==> src/core/frsc_pkg.sv <==
// Constants and carrier types of the frequency ramp and start control
package frsc_pkg;
  localparam int unsigned CLK_PERIOD_NS  = 25;
  localparam int unsigned TICK_PERIOD_NS = 10000000;
  localparam int unsigned TICK_CYCLES    = TICK_PERIOD_NS / CLK_PERIOD_NS;

  // Register byte offsets
  localparam logic [7:0] OFS_CTRL   = 8'h00;
  localparam logic [7:0] OFS_TERM   = 8'h04;
  localparam logic [7:0] OFS_MAXF   = 8'h08;
  localparam logic [7:0] OFS_TGT    = 8'h0C;
  localparam logic [7:0] OFS_SCURVE = 8'h10;
  localparam logic [7:0] OFS_STATUS = 8'h14;
  localparam logic [7:0] OFS_TIMES  = 8'h40;

  // Control register fields
  localparam int unsigned CTRL_AUTO     = 0;
  localparam int unsigned CTRL_RESTART  = 1;
  localparam int unsigned CTRL_SRC_LSB  = 2;
  localparam int unsigned CTRL_REF      = 4;
  localparam int unsigned CTRL_UNIT_LSB = 5;
  localparam int unsigned CTRL_APROF    = 7;
  localparam int unsigned CTRL_DPROF    = 8;

  // Terminal code and S-curve fields
  localparam int unsigned TERM3_LSB    = 0;
  localparam int unsigned TERM4_LSB    = 8;
  localparam int unsigned TERM5_LSB    = 16;
  localparam int unsigned SC_START_LSB = 0;
  localparam int unsigned SC_END_LSB   = 8;

  // Reset values
  localparam logic [15:0] CTRL_RST      = 16'h0024;
  localparam logic [23:0] TERM_RST      = 24'h040302;
  localparam logic [15:0] MAXF_RST      = 16'h1770;
  localparam logic [15:0] SCURVE_RST    = 16'h2828;
  localparam logic [15:0] BASE_ACC_RST  = 16'h0032;
  localparam logic [15:0] BASE_DEC_RST  = 16'h0064;
  localparam logic [15:0] MULTI_ACC_RST = 16'h001E;
  localparam logic [15:0] MULTI_DEC_RST = 16'h005A;

  // Limits and codes
  localparam logic [15:0] TIME_MAX      = 16'hEA60;
  localparam logic [15:0] MAXF_MAX      = 16'h9C40;
  localparam logic [7:0]  TERM_CODE_MAX = 8'h18;
  localparam logic [6:0]  PCT_MIN       = 7'h01;
  localparam logic [6:0]  PCT_MAX       = 7'h64;
  localparam logic [1:0]  SRC_TERM1     = 2'h1;
  localparam logic [1:0]  SRC_TERM2     = 2'h2;
  localparam logic [7:0]  FUNC_RAMP_B0  = 8'h08;
  localparam logic [7:0]  FUNC_RAMP_B1  = 8'h09;
  localparam logic [7:0]  FUNC_RAMP_B2  = 8'h0A;
  localparam logic [6:0]  UNIT_MULT0    = 7'h01;
  localparam logic [6:0]  UNIT_MULT1    = 7'h0A;
  localparam logic [6:0]  UNIT_MULT2    = 7'h64;

  typedef struct packed {
    logic [31:0] dividend;
    logic [23:0] divisor;
  } frsc_div_req_t;

  typedef struct packed {
    logic [31:0] quotient;
    logic        done;
    logic        busy;
  } frsc_div_rsp_t;
endpackage : frsc_pkg

==> src/core/frsc_divider.sv <==
// Sequential restoring divider for the ramp increment
`timescale 1ns/1ps
`default_nettype none
module frsc_divider (
  input  wire logic                    i_ref_clk,
  input  wire logic                    i_reset,
  input  wire logic                    i_start,
  input  wire frsc_pkg::frsc_div_req_t i_req,
  output var  frsc_pkg::frsc_div_rsp_t o_rsp
);
  typedef struct packed {
    logic [31:0] quot;
    logic [24:0] rem;
    logic [23:0] dvs;
    logic [4:0]  cnt;
    logic        busy;
    logic        done;
  } frsc_div_state_t;

  frsc_div_state_t st_reg;
  frsc_div_state_t st_next;
  logic [24:0]     trial;

  always_comb begin
    st_next      = st_reg;
    st_next.done = 1'b0;
    trial        = {st_reg.rem[23:0], st_reg.quot[31]};
    if (!st_reg.busy) begin
      if (i_start) begin
        st_next.busy = 1'b1;
        st_next.cnt  = 5'h00;
        st_next.quot = i_req.dividend;
        st_next.rem  = 25'h0;
        st_next.dvs  = i_req.divisor;
      end
    end else begin
      if (trial >= {1'b0, st_reg.dvs}) begin
        st_next.rem  = trial - {1'b0, st_reg.dvs};
        st_next.quot = {st_reg.quot[30:0], 1'b1};
      end else begin
        st_next.rem  = trial;
        st_next.quot = {st_reg.quot[30:0], 1'b0};
      end
      st_next.cnt = st_reg.cnt + 5'h01;
      if (st_reg.cnt == 5'h1F) begin
        st_next.busy = 1'b0;
        st_next.done = 1'b1;
      end
    end
  end

  always_ff @(posedge i_ref_clk) begin
    if (i_reset) begin
      st_reg <= '0;
    end else begin
      st_reg <= st_next;
    end
  end

  assign o_rsp = '{quotient: st_reg.quot, done: st_reg.done, busy: st_reg.busy};
endmodule : frsc_divider
`default_nettype wire

==> src/core/frsc_ramp_ctrl.sv <==
// Frequency ramp generator with power-on and fault-reset auto-start
// Behaviour
// - Power-on with terminal run on starts ramp
// - Keypad source ignores power-on auto-start
// - Fault clear with terminal on restarts
// - Keypad source ignores restart after fault
// - Reference 0: time covers zero to maximum
// - Slope is maximum over time, maximum 400 Hz
// - Separate base times, default 5.0/10.0 s
// - Unit code scales time: 0.01/0.1/1 s
// - Reference 1: time covers present to target
// - New target replanned over same preset time
// - All select terminals off: base times
// - Index weights 4, 2, 1 pick stored pair
// - S-curve portions 1 to 100, default 40
// - Accel and decel profiles chosen separately
// - S-curve may stretch the real ramp time
`timescale 1ns/1ps
`default_nettype none
module frsc_ramp_ctrl #(
  parameter int unsigned P_TICK_CYCLES = frsc_pkg::TICK_CYCLES
) (
  input  wire logic        i_ref_clk,
  input  wire logic        i_reset,
  input  wire logic [7:0]  i_avs_address,
  input  wire logic        i_avs_read,
  input  wire logic        i_avs_write,
  input  wire logic [31:0] i_avs_writedata,
  input  wire logic [3:0]  i_avs_byteenable,
  output var  logic [31:0] o_avs_readdata,
  output var  logic        o_avs_waitrequest,
  input  wire logic        i_ac_power_ok,
  input  wire logic        i_fault,
  input  wire logic        i_run_term,
  input  wire logic        i_key_run,
  input  wire logic        i_key_stop,
  input  wire logic        i_ramp_select_bit0_input,
  input  wire logic        i_ramp_select_bit1_input,
  input  wire logic        i_ramp_select_bit2_input,
  output var  logic [15:0] o_freq_cmd,
  output var  logic        o_running,
  output var  logic        o_ramping
);
  typedef enum logic [2:0] {
    ST_HOLD = 3'b001,
    ST_DIV  = 3'b010,
    ST_RAMP = 3'b100
  } frsc_ramp_state_t;

  typedef struct packed {
    logic              waitreq;
    logic [31:0]       rdata;
    logic [15:0]       ctrl;
    logic [23:0]       term;
    logic [15:0]       maxf;
    logic [15:0]       tgt;
    logic [15:0]       scurve;
    logic [15:0][15:0] times;
    logic              run;
    logic              pwr_q;
    logic              fault_q;
    logic              term_q;
    logic [31:0]       tick_cnt;
    frsc_ramp_state_t  state;
    logic              ramping;
    logic [31:0]       acc;
    logic [31:0]       inc;
    logic [15:0]       from;
    logic [15:0]       dest;
    logic [15:0]       span;
    logic [23:0]       denom;
    logic              up;
    logic [2:0]        idx;
    logic              div_go;
  } frsc_state_t;

  localparam logic [15:0][15:0] TIMES_RST = {{7{frsc_pkg::MULTI_DEC_RST, frsc_pkg::MULTI_ACC_RST}},
                                             frsc_pkg::BASE_DEC_RST, frsc_pkg::BASE_ACC_RST};
  // Auto-start bits clear in CTRL_RST
  localparam frsc_state_t ST_RST = '{waitreq: 1'b1, ctrl: frsc_pkg::CTRL_RST, term: frsc_pkg::TERM_RST,
                                     maxf: frsc_pkg::MAXF_RST, scurve: frsc_pkg::SCURVE_RST,
                                     times: TIMES_RST, state: ST_HOLD, default: '0};

  function automatic logic [31:0] be_merge(input logic [31:0] old, input logic [31:0] wd,
                                           input logic [3:0] be);
    for (int b = 0; b < 4; b++) begin
      be_merge[8*b +: 8] = be[b] ? wd[8*b +: 8] : old[8*b +: 8];
    end
  endfunction : be_merge

  function automatic logic [15:0] clamp16(input logic [15:0] v, input logic [15:0] lo,
                                          input logic [15:0] hi);
    clamp16 = (v < lo) ? lo : ((v > hi) ? hi : v);
  endfunction : clamp16

  function automatic logic [15:0] absdiff(input logic [15:0] a, input logic [15:0] b);
    absdiff = (a > b) ? (a - b) : (b - a);
  endfunction : absdiff

  // Part of a move lies inside a percentage of its total
  function automatic logic in_zone(input logic [15:0] part, input logic [15:0] total,
                                   input logic [6:0] pct);
    in_zone = (23'(part) * 23'(frsc_pkg::PCT_MAX)) < (23'(total) * 23'(pct));
  endfunction : in_zone

  function automatic logic [6:0] unit_mult(input logic [1:0] code);
    case (code)
      2'h0:    unit_mult = frsc_pkg::UNIT_MULT0;
      2'h1:    unit_mult = frsc_pkg::UNIT_MULT1;
      default: unit_mult = frsc_pkg::UNIT_MULT2;
    endcase
  endfunction : unit_mult

  function automatic logic [7:0] code_lim(input logic [7:0] v);
    code_lim = (v > frsc_pkg::TERM_CODE_MAX) ? frsc_pkg::TERM_CODE_MAX : v;
  endfunction : code_lim

  frsc_state_t             st;
  frsc_state_t             n;
  frsc_pkg::frsc_div_req_t div_req;
  frsc_pkg::frsc_div_rsp_t div_rsp;
  logic [5:0]              widx;
  logic [31:0]             rd_val;
  logic [31:0]             wmerged;
  logic [1:0]              src;
  logic                    term_mode;
  logic                    ref_delta;
  logic [2:0]              ramp_idx;
  logic [15:0]             freq;
  logic [15:0]             tgt_eff;
  logic [15:0]             sel_time;
  logic [15:0]             total;
  logic                    tick;
  logic                    s_on;
  logic                    s_zone;
  logic [31:0]             step;
  logic [31:0]             dest_fx;
  logic [32:0]             sum;

  assign widx      = i_avs_address[7:2];
  assign src       = st.ctrl[frsc_pkg::CTRL_SRC_LSB +: 2];
  assign term_mode = (src == frsc_pkg::SRC_TERM1) || (src == frsc_pkg::SRC_TERM2);
  assign ref_delta = st.ctrl[frsc_pkg::CTRL_REF];
  assign freq      = st.acc[31:16];
  assign tick      = st.tick_cnt == 32'(P_TICK_CYCLES - 1);
  assign dest_fx   = {st.dest, 16'h0000};
  assign total     = absdiff(st.dest, st.from);

  // Terminal only counts when its function code selects ramp time
  assign ramp_idx = {i_ramp_select_bit2_input && st.term[frsc_pkg::TERM5_LSB +: 8] == frsc_pkg::FUNC_RAMP_B2,
                     i_ramp_select_bit1_input && st.term[frsc_pkg::TERM4_LSB +: 8] == frsc_pkg::FUNC_RAMP_B1,
                     i_ramp_select_bit0_input && st.term[frsc_pkg::TERM3_LSB +: 8] == frsc_pkg::FUNC_RAMP_B0};

  assign tgt_eff = !st.run ? 16'h0000 : ((st.tgt > st.maxf) ? st.maxf : st.tgt);

  // Even slot accel, odd slot decel of each index
  assign sel_time = (tgt_eff > freq) ? st.times[{ramp_idx, 1'b0}] : st.times[{ramp_idx, 1'b1}];

  assign s_on = st.up ? st.ctrl[frsc_pkg::CTRL_APROF] : st.ctrl[frsc_pkg::CTRL_DPROF];
  assign s_zone = s_on && (in_zone(absdiff(freq, st.from), total, st.scurve[frsc_pkg::SC_START_LSB +: 7]) ||
                           in_zone(absdiff(st.dest, freq), total, st.scurve[frsc_pkg::SC_END_LSB +: 7]));
  // Half slope inside the S portions stretches the ramp
  assign step = (s_zone && st.inc > 32'h1) ? {1'b0, st.inc[31:1]} : st.inc;

  assign div_req = '{dividend: {st.span, 16'h0000}, divisor: st.denom};

  always_comb begin
    case (widx)
      frsc_pkg::OFS_CTRL[7:2]:   rd_val = {16'h0000, st.ctrl};
      frsc_pkg::OFS_TERM[7:2]:   rd_val = {8'h00, st.term};
      frsc_pkg::OFS_MAXF[7:2]:   rd_val = {16'h0000, st.maxf};
      frsc_pkg::OFS_TGT[7:2]:    rd_val = {16'h0000, st.tgt};
      frsc_pkg::OFS_SCURVE[7:2]: rd_val = {16'h0000, st.scurve};
      frsc_pkg::OFS_STATUS[7:2]: rd_val = {11'h000, st.idx, st.ramping, st.run, freq};
      default: begin
        if (widx[5:4] == frsc_pkg::OFS_TIMES[7:6]) begin
          rd_val = {16'h0000, st.times[widx[3:0]]};
        end else begin
          rd_val = 32'h0000_0000;
        end
      end
    endcase
  end

  assign wmerged = be_merge(rd_val, i_avs_writedata, i_avs_byteenable);

  always_comb begin
    n = st;
    sum = 33'h0;
    // Bus: one wait cycle, write acts on the edge waitrequest is low
    n.waitreq = !((i_avs_read || i_avs_write) && st.waitreq);
    n.rdata   = rd_val;
    if (i_avs_write && !st.waitreq) begin
      case (widx)
        frsc_pkg::OFS_CTRL[7:2]:   n.ctrl = {7'h00, wmerged[8:0]};
        frsc_pkg::OFS_TERM[7:2]:   n.term = {code_lim(wmerged[23:16]), code_lim(wmerged[15:8]),
                                             code_lim(wmerged[7:0])};
        frsc_pkg::OFS_MAXF[7:2]:   n.maxf = clamp16(wmerged[15:0], 16'h0000, frsc_pkg::MAXF_MAX);
        frsc_pkg::OFS_TGT[7:2]:    n.tgt = clamp16(wmerged[15:0], 16'h0000, frsc_pkg::MAXF_MAX);
        frsc_pkg::OFS_SCURVE[7:2]: n.scurve = {1'b0, 7'(clamp16({9'h000, wmerged[14:8]}, 16'(frsc_pkg::PCT_MIN),
                                                 16'(frsc_pkg::PCT_MAX))),
                                             1'b0, 7'(clamp16({9'h000, wmerged[6:0]}, 16'(frsc_pkg::PCT_MIN),
                                                 16'(frsc_pkg::PCT_MAX)))};
        default: begin
          if (widx[5:4] == frsc_pkg::OFS_TIMES[7:6]) begin
            n.times[widx[3:0]] = clamp16(wmerged[15:0], 16'h0000, frsc_pkg::TIME_MAX);
          end
        end
      endcase
    end

    // Run request
    n.pwr_q   = i_ac_power_ok;
    n.fault_q = i_fault;
    n.term_q  = i_run_term;
    if (i_fault || !i_ac_power_ok) begin
      n.run = 1'b0;
    end else if (term_mode) begin
      if (!i_run_term) begin
        n.run = 1'b0;
      end else if (!st.term_q) begin
        n.run = 1'b1;
      end else if (!st.pwr_q && st.ctrl[frsc_pkg::CTRL_AUTO]) begin
        n.run = 1'b1;
      end else if (st.fault_q && st.ctrl[frsc_pkg::CTRL_RESTART]) begin
        n.run = 1'b1;
      end
    end else if (i_key_stop) begin
      n.run = 1'b0;
    end else if (i_key_run) begin
      n.run = 1'b1;
    end

    n.tick_cnt = tick ? 32'h0 : st.tick_cnt + 32'h1;
    n.div_go   = 1'b0;
    case (st.state)
      ST_HOLD: begin
        if (freq != tgt_eff) begin
          n.from  = freq;
          n.dest  = tgt_eff;
          n.up    = tgt_eff > freq;
          n.idx   = ramp_idx;
          n.span  = ref_delta ? absdiff(tgt_eff, freq) : st.maxf;
          n.denom = 24'({8'h00, sel_time} * {17'h00000, unit_mult(st.ctrl[frsc_pkg::CTRL_UNIT_LSB +: 2])});
          if (n.denom == 24'h0) begin
            n.acc = {tgt_eff, 16'h0000};
          end else begin
            n.state  = ST_DIV;
            n.div_go = 1'b1;
          end
        end
      end
      ST_DIV: begin
        if (div_rsp.done) begin
          n.inc   = (div_rsp.quotient == 32'h0) ? 32'h1 : div_rsp.quotient;
          n.state = ST_RAMP;
        end
      end
      ST_RAMP: begin
        if (tgt_eff != st.dest) begin
          n.state = ST_HOLD;
        end else if (tick) begin
          if (st.up) begin
            sum = {1'b0, st.acc} + {1'b0, step};
            if (sum >= {1'b0, dest_fx}) begin
              n.acc   = dest_fx;
              n.state = ST_HOLD;
            end else begin
              n.acc = sum[31:0];
            end
          end else begin
            sum = {1'b0, dest_fx} + {1'b0, step};
            if ({1'b0, st.acc} <= sum) begin
              n.acc   = dest_fx;
              n.state = ST_HOLD;
            end else begin
              n.acc = st.acc - step;
            end
          end
        end
      end
      default: n.state = ST_HOLD;
    endcase

    if (i_fault) begin
      n.acc = 32'h0;
      if (st.state == ST_RAMP) begin
        n.state = ST_HOLD;
      end
    end
    n.ramping = n.state != ST_HOLD;
  end

  always_ff @(posedge i_ref_clk) begin
    if (i_reset) begin
      st <= ST_RST;
    end else begin
      st <= n;
    end
  end

  frsc_divider u_divider (
    .i_ref_clk (i_ref_clk),
    .i_reset   (i_reset),
    .i_start   (st.div_go),
    .i_req     (div_req),
    .o_rsp     (div_rsp)
  );

  assign o_avs_readdata    = st.rdata;
  assign o_avs_waitrequest = st.waitreq;
  assign o_freq_cmd        = freq;
  assign o_running         = st.run;
  assign o_ramping         = st.ramping;
endmodule : frsc_ramp_ctrl
`default_nettype wire

==> config.mk <==
export PLATFORM = sky130hd
export DESIGN_NAME = frsc_ramp_ctrl
export DESIGN_NICKNAME = d
export VERILOG_FILES = /design/src/core/frsc_pkg.sv /design/src/core/frsc_divider.sv /design/src/core/frsc_ramp_ctrl.sv
export SDC_FILE = /design/constraint.sdc
export NUM_CORES = 2
export LEC_CHECK = 0
export BUFFER_PORTS_ARGS = -buffer_cell sky130_fd_sc_hd__buf_2
export CAP_MARGIN = 25
export CELL_PAD_IN_SITES_DETAIL_PLACEMENT = 1
export CELL_PAD_IN_SITES_GLOBAL_PLACEMENT = 2
export CORE_ASPECT_RATIO = 1.5
export CORE_UTILIZATION = 36
export DETAILED_ROUTE_END_ITERATION = 10
export MAX_ROUTING_LAYER = met4
export PLACE_DENSITY_LB_ADDON = 0.3
export SLEW_MARGIN = 20
export SYNTH_ARGS = -nofsm -noshare
export SYNTH_HDL_FRONTEND = slang
export SYNTH_SLANG_ARGS = --single-unit
==> constraint.sdc <==
create_clock -name i_ref_clk -period 15.7 [get_ports i_ref_clk]
set_input_delay 1.57 -clock i_ref_clk [delete_from_list [all_inputs] [get_ports i_ref_clk]]
set_output_delay 1.57 -clock i_ref_clk [all_outputs]
set_load 0.02 [all_outputs]
# --- Word level (Yosys, flattened, before mapping) ---
# Cells that the tools add are included.
word_totals:
  out_inout_bits: 51
  mem_count: 0
  wordCells: 231
  ramBits: 0
  in_bits: 56
  regBits: 634
  rom_bits: 0
  latch_bits: 0
classes:
  order_cmp: 25
  mul: 5
  bitwise_logic: 4
  n_reduce_logical: 42
  n_shift: 0
  n_mux: 71
  div_mod_pow: 0
  n_addsub: 14
  n_eq_ne: 25
ops:
  columns: ["operator", "count"]
  rows:
  - ["32-bit 2-to-1 mux", 9]
  - ["16-bit 2-to-1 mux", 17]
  - ["256-bit bitwise mux", 1]
  - ["24-bit case mux with 6 select lines", 1]
  - ["16-bit subtractor", 8]
  - ["16-bit binary-select mux with 3-bit select", 2]
  - ["87-bit 2-to-1 mux", 1]
  - ["16-bit > comparator", 5]
  - ["16-bit by 7-bit multiplier with 23-bit output", 3]
  - ["32-bit by 32-bit adder with 33-bit output", 2]
  - ["16-bit binary-select mux with 4-bit select", 1]
  - ["16-bit demux with 4-bit select", 1]
  - ["32-bit case mux with 2 select lines", 1]
  - ["57-bit 2-to-1 mux", 1]
  - ["8-bit 2-to-1 mux", 6]
  - ["23-bit less-than comparator", 2]
  - ["16-bit by 5-bit multiplier with 21-bit output, second input constant", 2]
  - ["7-bit 2-to-1 mux", 6]
  - ["33-bit by 32-bit >= comparator with 1-bit output", 1]
  - ["32-bit by 33-bit less-or-equal comparator with 1-bit output", 1]
  - ["32-bit by 1-bit adder with 32-bit output, second input constant", 1]
  - ["32-bit by 19-bit == test with 1-bit output, second input constant", 1]
  - ["16-bit > comparator, second input constant", 2]
  - ["32-bit by 1-bit > comparator with 1-bit output, second input constant", 1]
  - ["47 further kinds", 110]

# --- Logic depth before layout (Yosys ltp) ---
logic_depth:
  depth_word: 18
  ltp_mapped: 71
  ltp_nobuf: 65

# --- Cells and area by module ---
# From an unflattened synthesis, not the netlist that was laid out.
hier_totals:
  hier_cells: 7156
  area_unflattened_um2: 56452.9
by_module_without_submodules:
  columns: ["module", "n_inst", "area_each_um2", "cells_each", "seq_area_each_um2"]
  rows:
  - ["frsc_ramp_ctrl", 1, 51160.3, 6481, 10810.4]
  - ["frsc_divider", 1, 5292.6, 675, 1741.7]

# --- Least setup slack after synthesis ---
# OpenSTA, ideal clock, no wires.
synth_timing:
  kind: "register to register"
  startpoint: "register st (netlist bit dest_fx[16])"
  endpoint: "register st (netlist bit o_freq_cmd[9])"
  setup_ns: 0.132
  synth_period_minus_slack_ns: 14.547
  required_ns: 15.568
  slack_ns: 1.153
  path_stages_with_launch: 67
  n_path_buf: 8
  t_arrival_ns: 14.416
  path_cell_list: "dfxtp_1 clkbuf_1 inv_1 ha_1 inv_1 fa_1 a21o_1 a21o_1 a21oi_1 o21a_1 nor3b_1 a211o_1 nand2_1 buf_1 mux2i_1 xnor2_1 clkbuf_1 and2_1 [31 not listed] a21oi_1 o221a_2 a41o_1 a21oi_1 xnor2_1 ha_1 nor2b_1 a2111oi_0 o21ai_0 nor4_1 a22o_1 o21a_1 and2_1 clkbuf_1 clkbuf_1 nor3_1 a2111oi_0 o21ai_0"
synth_via:
  elab_chain_cells: 15
  elab_cells_between_ends: 31
  classes_between: "add/sub (7); mul (3); order compare (6); eq/ne (2); mux (9); reduce/logical (4)"
synth_lines:
  columns: ["item", "line_no", "source"]
  rows:
  - ["from (decl)", "frsc_ramp_ctrl.sv:118", "frsc_state_t st;"]
  - ["from (signal assigned)", "frsc_ramp_ctrl.sv:298", "st <= n;"]
  - ["16-bit subtractor or 16-bit > comparator (tied branches)", "frsc_ramp_ctrl.sv:97", "absdiff = (a > b) ? (a - b) : (b - a);"]
  - ["16-bit 2-to-1 mux", "frsc_ramp_ctrl.sv:97", null]
  - ["16-bit by 7-bit multiplier with 23-bit output or 16-bit by 5-bit multiplier with 21-bit output (tied branches)", "frsc_ramp_ctrl.sv:103", "in_zone = (23'(part) * 23'(frsc_pkg::PCT_MAX)) < (23'(total) * 23'(pct));"]
  - ["23-bit less-than comparator", "frsc_ramp_ctrl.sv:103", null]
  - ["1-bit logical OR", "frsc_ramp_ctrl.sv:160", "assign s_zone = s_on && (in_zone(absdiff(freq, st.from), total, st.scurve[frsc_pkg::SC_START_LSB +: 7]) ||"]
  - ["1-bit logical AND", "frsc_ramp_ctrl.sv:160", null]
  - ["1-bit logical AND", "frsc_ramp_ctrl.sv:163", "assign step = (s_zone && st.inc > 32'h1) ? {1'b0, st.inc[31:1]} : st.inc;"]
  - ["32-bit 2-to-1 mux", "frsc_ramp_ctrl.sv:163", null]
  - ["32-bit by 32-bit adder with 33-bit output (on tied branches)", "frsc_ramp_ctrl.sv:272, frsc_ramp_ctrl.sv:264", null]
  - ["32-bit by 33-bit less-or-equal comparator with 1-bit output or 33-bit by 32-bit >= comparator with 1-bit output (tied branches)", "frsc_ramp_ctrl.sv:273, frsc_ramp_ctrl.sv:265", null]
  - ["32-bit 2-to-1 mux (on tied branches)", "frsc_ramp_ctrl.sv:273, frsc_ramp_ctrl.sv:265", null]
  - ["32-bit 2-to-1 mux", "frsc_ramp_ctrl.sv:263", "if (st.up) begin"]
  - ["32-bit 2-to-1 mux", "frsc_ramp_ctrl.sv:262", "end else if (tick) begin"]
  - ["32-bit 2-to-1 mux", "frsc_ramp_ctrl.sv:260", "if (tgt_eff != st.dest) begin"]
  - ["32-bit case mux with 2 select lines", "frsc_ramp_ctrl.sv:236", "case (st.state)"]
# Parallel ways exist; a longest one is shown, timed or not. The select of a mux whose other input is x is not followed.
# A chain may end at the register's enable or synchronous reset.

# --- Final worst setup path ---
layout_timing:
  startpoint: "register st[61] (netlist name)"
  endpoint: "register st[113] (netlist name)"
layout_via:
  elab_chain_cells: 15
  elab_cells_between_ends: 28
  classes_between: "add/sub (7); mul (3); order compare (6); mux (9); reduce/logical (3)"
layout_lines:
  columns: ["item", "line_no"]
  rows:
  - ["16-bit subtractor or 16-bit > comparator (tied branches)", "frsc_ramp_ctrl.sv:97"]
  - ["16-bit 2-to-1 mux", "frsc_ramp_ctrl.sv:97"]
  - ["16-bit by 5-bit multiplier with 21-bit output or 16-bit by 7-bit multiplier with 23-bit output (tied branches)", "frsc_ramp_ctrl.sv:103"]
  - ["23-bit less-than comparator", "frsc_ramp_ctrl.sv:103"]
  - ["1-bit logical OR *", "frsc_ramp_ctrl.sv:160"]
  - ["1-bit logical AND *", "frsc_ramp_ctrl.sv:160"]
  - ["1-bit logical AND *", "frsc_ramp_ctrl.sv:163"]
  - ["32-bit 2-to-1 mux *", "frsc_ramp_ctrl.sv:163"]
  - ["32-bit by 32-bit adder with 33-bit output (on tied branches)", "frsc_ramp_ctrl.sv:272, frsc_ramp_ctrl.sv:264"]
  - ["32-bit by 33-bit less-or-equal comparator with 1-bit output or 33-bit by 32-bit >= comparator with 1-bit output (tied branches)", "frsc_ramp_ctrl.sv:273, frsc_ramp_ctrl.sv:265"]
  - ["32-bit 2-to-1 mux (on tied branches)", "frsc_ramp_ctrl.sv:273, frsc_ramp_ctrl.sv:265"]
  - ["32-bit 2-to-1 mux *", "frsc_ramp_ctrl.sv:263"]
  - ["32-bit 2-to-1 mux *", "frsc_ramp_ctrl.sv:262"]
  - ["32-bit 2-to-1 mux *", "frsc_ramp_ctrl.sv:260"]
  - ["32-bit case mux with 2 select lines *", "frsc_ramp_ctrl.sv:236"]
# Mark *: on every way between the ends. The rest lies on a longest branch, timed or not. The select of a mux whose other input is x is not followed.

==> impl_metrics.json <==
{
  "ant_nets": 0,
  "clkSinkCount": 626,
  "clock_latency_ns": 0.71,
  "power_density_nw_per_um2": 54.7,
  "grt_pass1_wl_um": 339000,
  "root_buffer": "clkbuf_16",
  "drtIter0Drc": 3138,
  "cp-end-kind": "register",
  "boundaryPins": 107,
  "synth.distinct_cells": 91,
  "die_x_um": 325,
  "cp.arrival_ns": 15.56,
  "setup_viol": 0,
  "dpl.hpwl_um": 171000,
  "holdWs_ns": 0.434,
  "required_ns": 16.29,
  "peakVddDrop_mv": 0.0740,
  "drt-total-wl_um": 222000,
  "slew_headroom": 0.246,
  "gp_congestion": 0.985,
  "ys_top_cells_by_area": "dfxtp_1, ha_1, fa_1",
  "crit_family": "compound AO/OA/AOI/OAI gates",
  "synth_area_per_cell_um2": 7.95,
  "hold_violations": 0,
  "synth_edf_count": 0,
  "fillers": 18900,
  "final_cells": 9449,
  "grt_max_degree": 151,
  "status": "finished clean",
  "clkTransAtPathRegs_ns": 0.06,
  "power_switching_uw": 898,
  "seqPwrFrac": 0.454,
  "p_sw_frac": 0.256,
  "cts_tree": "done",
  "dp_cells": 9312,
  "ys_warn_count": 0,
  "drt_pre_antenna_iters": 7,
  "die_area_um2": 158000,
  "coreArea_um2": 155000,
  "hold_buffers": 0,
  "numCtsBuffers": 70,
  "synth_ff_type": "dfxtp_1",
  "syn2layout_area_growth_pct": 14.3,
  "pre_cts_slack_ns": -0.532,
  "io_buffers": 87,
  "wire_per_inst_um": 23.5,
  "drc": 0,
  "vias": 53500,
  "fin_nets": 8176,
  "crit_path_frequent_cell": "buf_4",
  "grt_remaining_overflow": 0,
  "leakagePower_uw": 0.0280,
  "die_h_um": 486,
  "synth.yosys.seq_area_share": 0.223,
  "critPathLaunchType": "register",
  "setup_ws_ns": 0.730,
  "drv_cap": 0,
  "htree_levels": 3,
  "largest_reg_flops": 439,
  "clockBufferDepth": 3,
  "p_int_uw": 2620,
  "drive_gt1_frac": 0.135,
  "start_util": 0.363,
  "yosys.area.top_type": "dfxtp_1",
  "final_common_cell": "nand2_1",
  "combPwrFrac": 0.045,
  "max_stage_delay_ns": 0.55,
  "path_max_fanout": 12,
  "slew_viol_final": 0,
  "grt_usage": 0.285,
  "fin_crit_sh": 0.953,
  "rows": 177,
  "worstMarginPinSlew_ns": 1.12,
  "finClkSkew_ns": 0.0402,
  "worst-path-buf-inv": 13,
  "clockPowerShare": 0.501,
  "rsz0062_at_grt": "false",
  "layout_common_cells": "nand2_1, nor2_1, dfxtp_1",
  "synth-seq-cells": 626,
  "slowest_stage": "fa_1",
  "grt_pass1_vias": 56400,
  "max_freq_ghz": 0.0668,
  "synth_top_area_share": 0.223,
  "viasPerCell": 5.66,
  "layout_min_cycle_time_ns": 14.97,
  "synth_cells": 7072,
  "postSynth.asyncResetShare": 0,
  "hold_path.class": "reg2reg",
  "syn-cell-area_um2": 56200,
  "antenna_found_initial": 9,
  "worst-setup-path-type": "reg2reg"
}
## metrics by stage
step           TNS, ns  total power, µW  utilization  instance area (µm²)
5_1_grt              0             3610        0.415                64300
3_5_place_dp    -13.94             1790        0.397                61500
6_report             0             3510        0.415                64300
4_1_cts              0             3550        0.413                64000
3_3_place_gp     -7.87             1790        0.397                61500
2_1_floorplan        0             1730            -                56200
## power by group through the flow
stage                     sequential [µW]  clock [µW]  combinational [µW]
final                                1590        1760                 160
after global routing                 1590        1850                 168
after CTS                            1590        1800                 159
after detailed placement             1630           0                 158
after global placement               1630           0                 156
after floorplan                      1630           0                 101
## area by class of cell
type | count | area [µm²] | area share
clock inverter | 28 | 364 | 0.00567
inverter | 540 | 2030 | 0.0316
multi-input combinational | 5463 | 40100 | 0.623
clock buffer | 95 | 2030 | 0.0315
tap | 2058 | 2570 | 0.0401
sequential | 626 | 12500 | 0.195
antenna | 6 | 15.0 | 0.000234
timing repair buffer | 633 | 4660 | 0.0725
## synthesized netlist by cell type (118+ instances only)
library cell / instances
a211oi_1: 215
nand2_1: 795
mux2i_1: 118
nor2_1: 740
and2_1: 209
ha_1: 562
inv_1: 535
o21ai_0: 239
clkbuf_1: 335
xnor2_1: 149
a21o_1: 119
dfxtp_1: 626
fa_1: 224
a21oi_1: 584
nand3_1: 143
## routing by layer
| layer | routed length, µm | track usage |
|---|---|---|
| met4 | 12500 | 0.145 |
| met1 | 88900 | 0.314 |
| met5 | 0 | - |
| met2 | 112000 | 0.507 |
| met3 | 8440 | 0.0318 |
## logic make-up after synthesis
kind of cell               count (synthesis)  synth area share
AOI/OAI and AO/OA                       1724             0.198
buffers and inverters                    990            0.0709
adders and majority gates                786             0.205
muxes                                    250            0.0635
DFF                                      626             0.223
other                                      1         0.0000667
xor gates and xnor gates                 240            0.0374
and+or+nand+nor                         2455             0.202
## worst paths after layout
| kind | from | end | slack [ns] | cells after the start |
|---|---|---|---|---|
| setup reg to reg | st[61]$_SDFFE_PP0P_ | st[113]$_SDFFE_PP0P_ | 0.73 | 65 |
| hold reg to reg | o_avs_waitrequest$_SDFF_PP1_ | o_avs_waitrequest$_SDFF_PP1_ | 0.43 | 1 |
| setup / recovery | st[61]$_SDFFE_PP0P_ | st[113]$_SDFFE_PP0P_ | 0.73 | 65 |
| hold / removal | o_avs_waitrequest$_SDFF_PP1_ | o_avs_waitrequest$_SDFF_PP1_ | 0.43 | 1 |
## timing repair
item / CTS / global route
pin swaps: 2 / 10
setup endpoints to repair: 34 / 35
resized for setup: 7 / 61
setup buffers: 3 / 2
gates cloned: 0 / 0
Note: power is estimated with default switching activity, not from simulation.
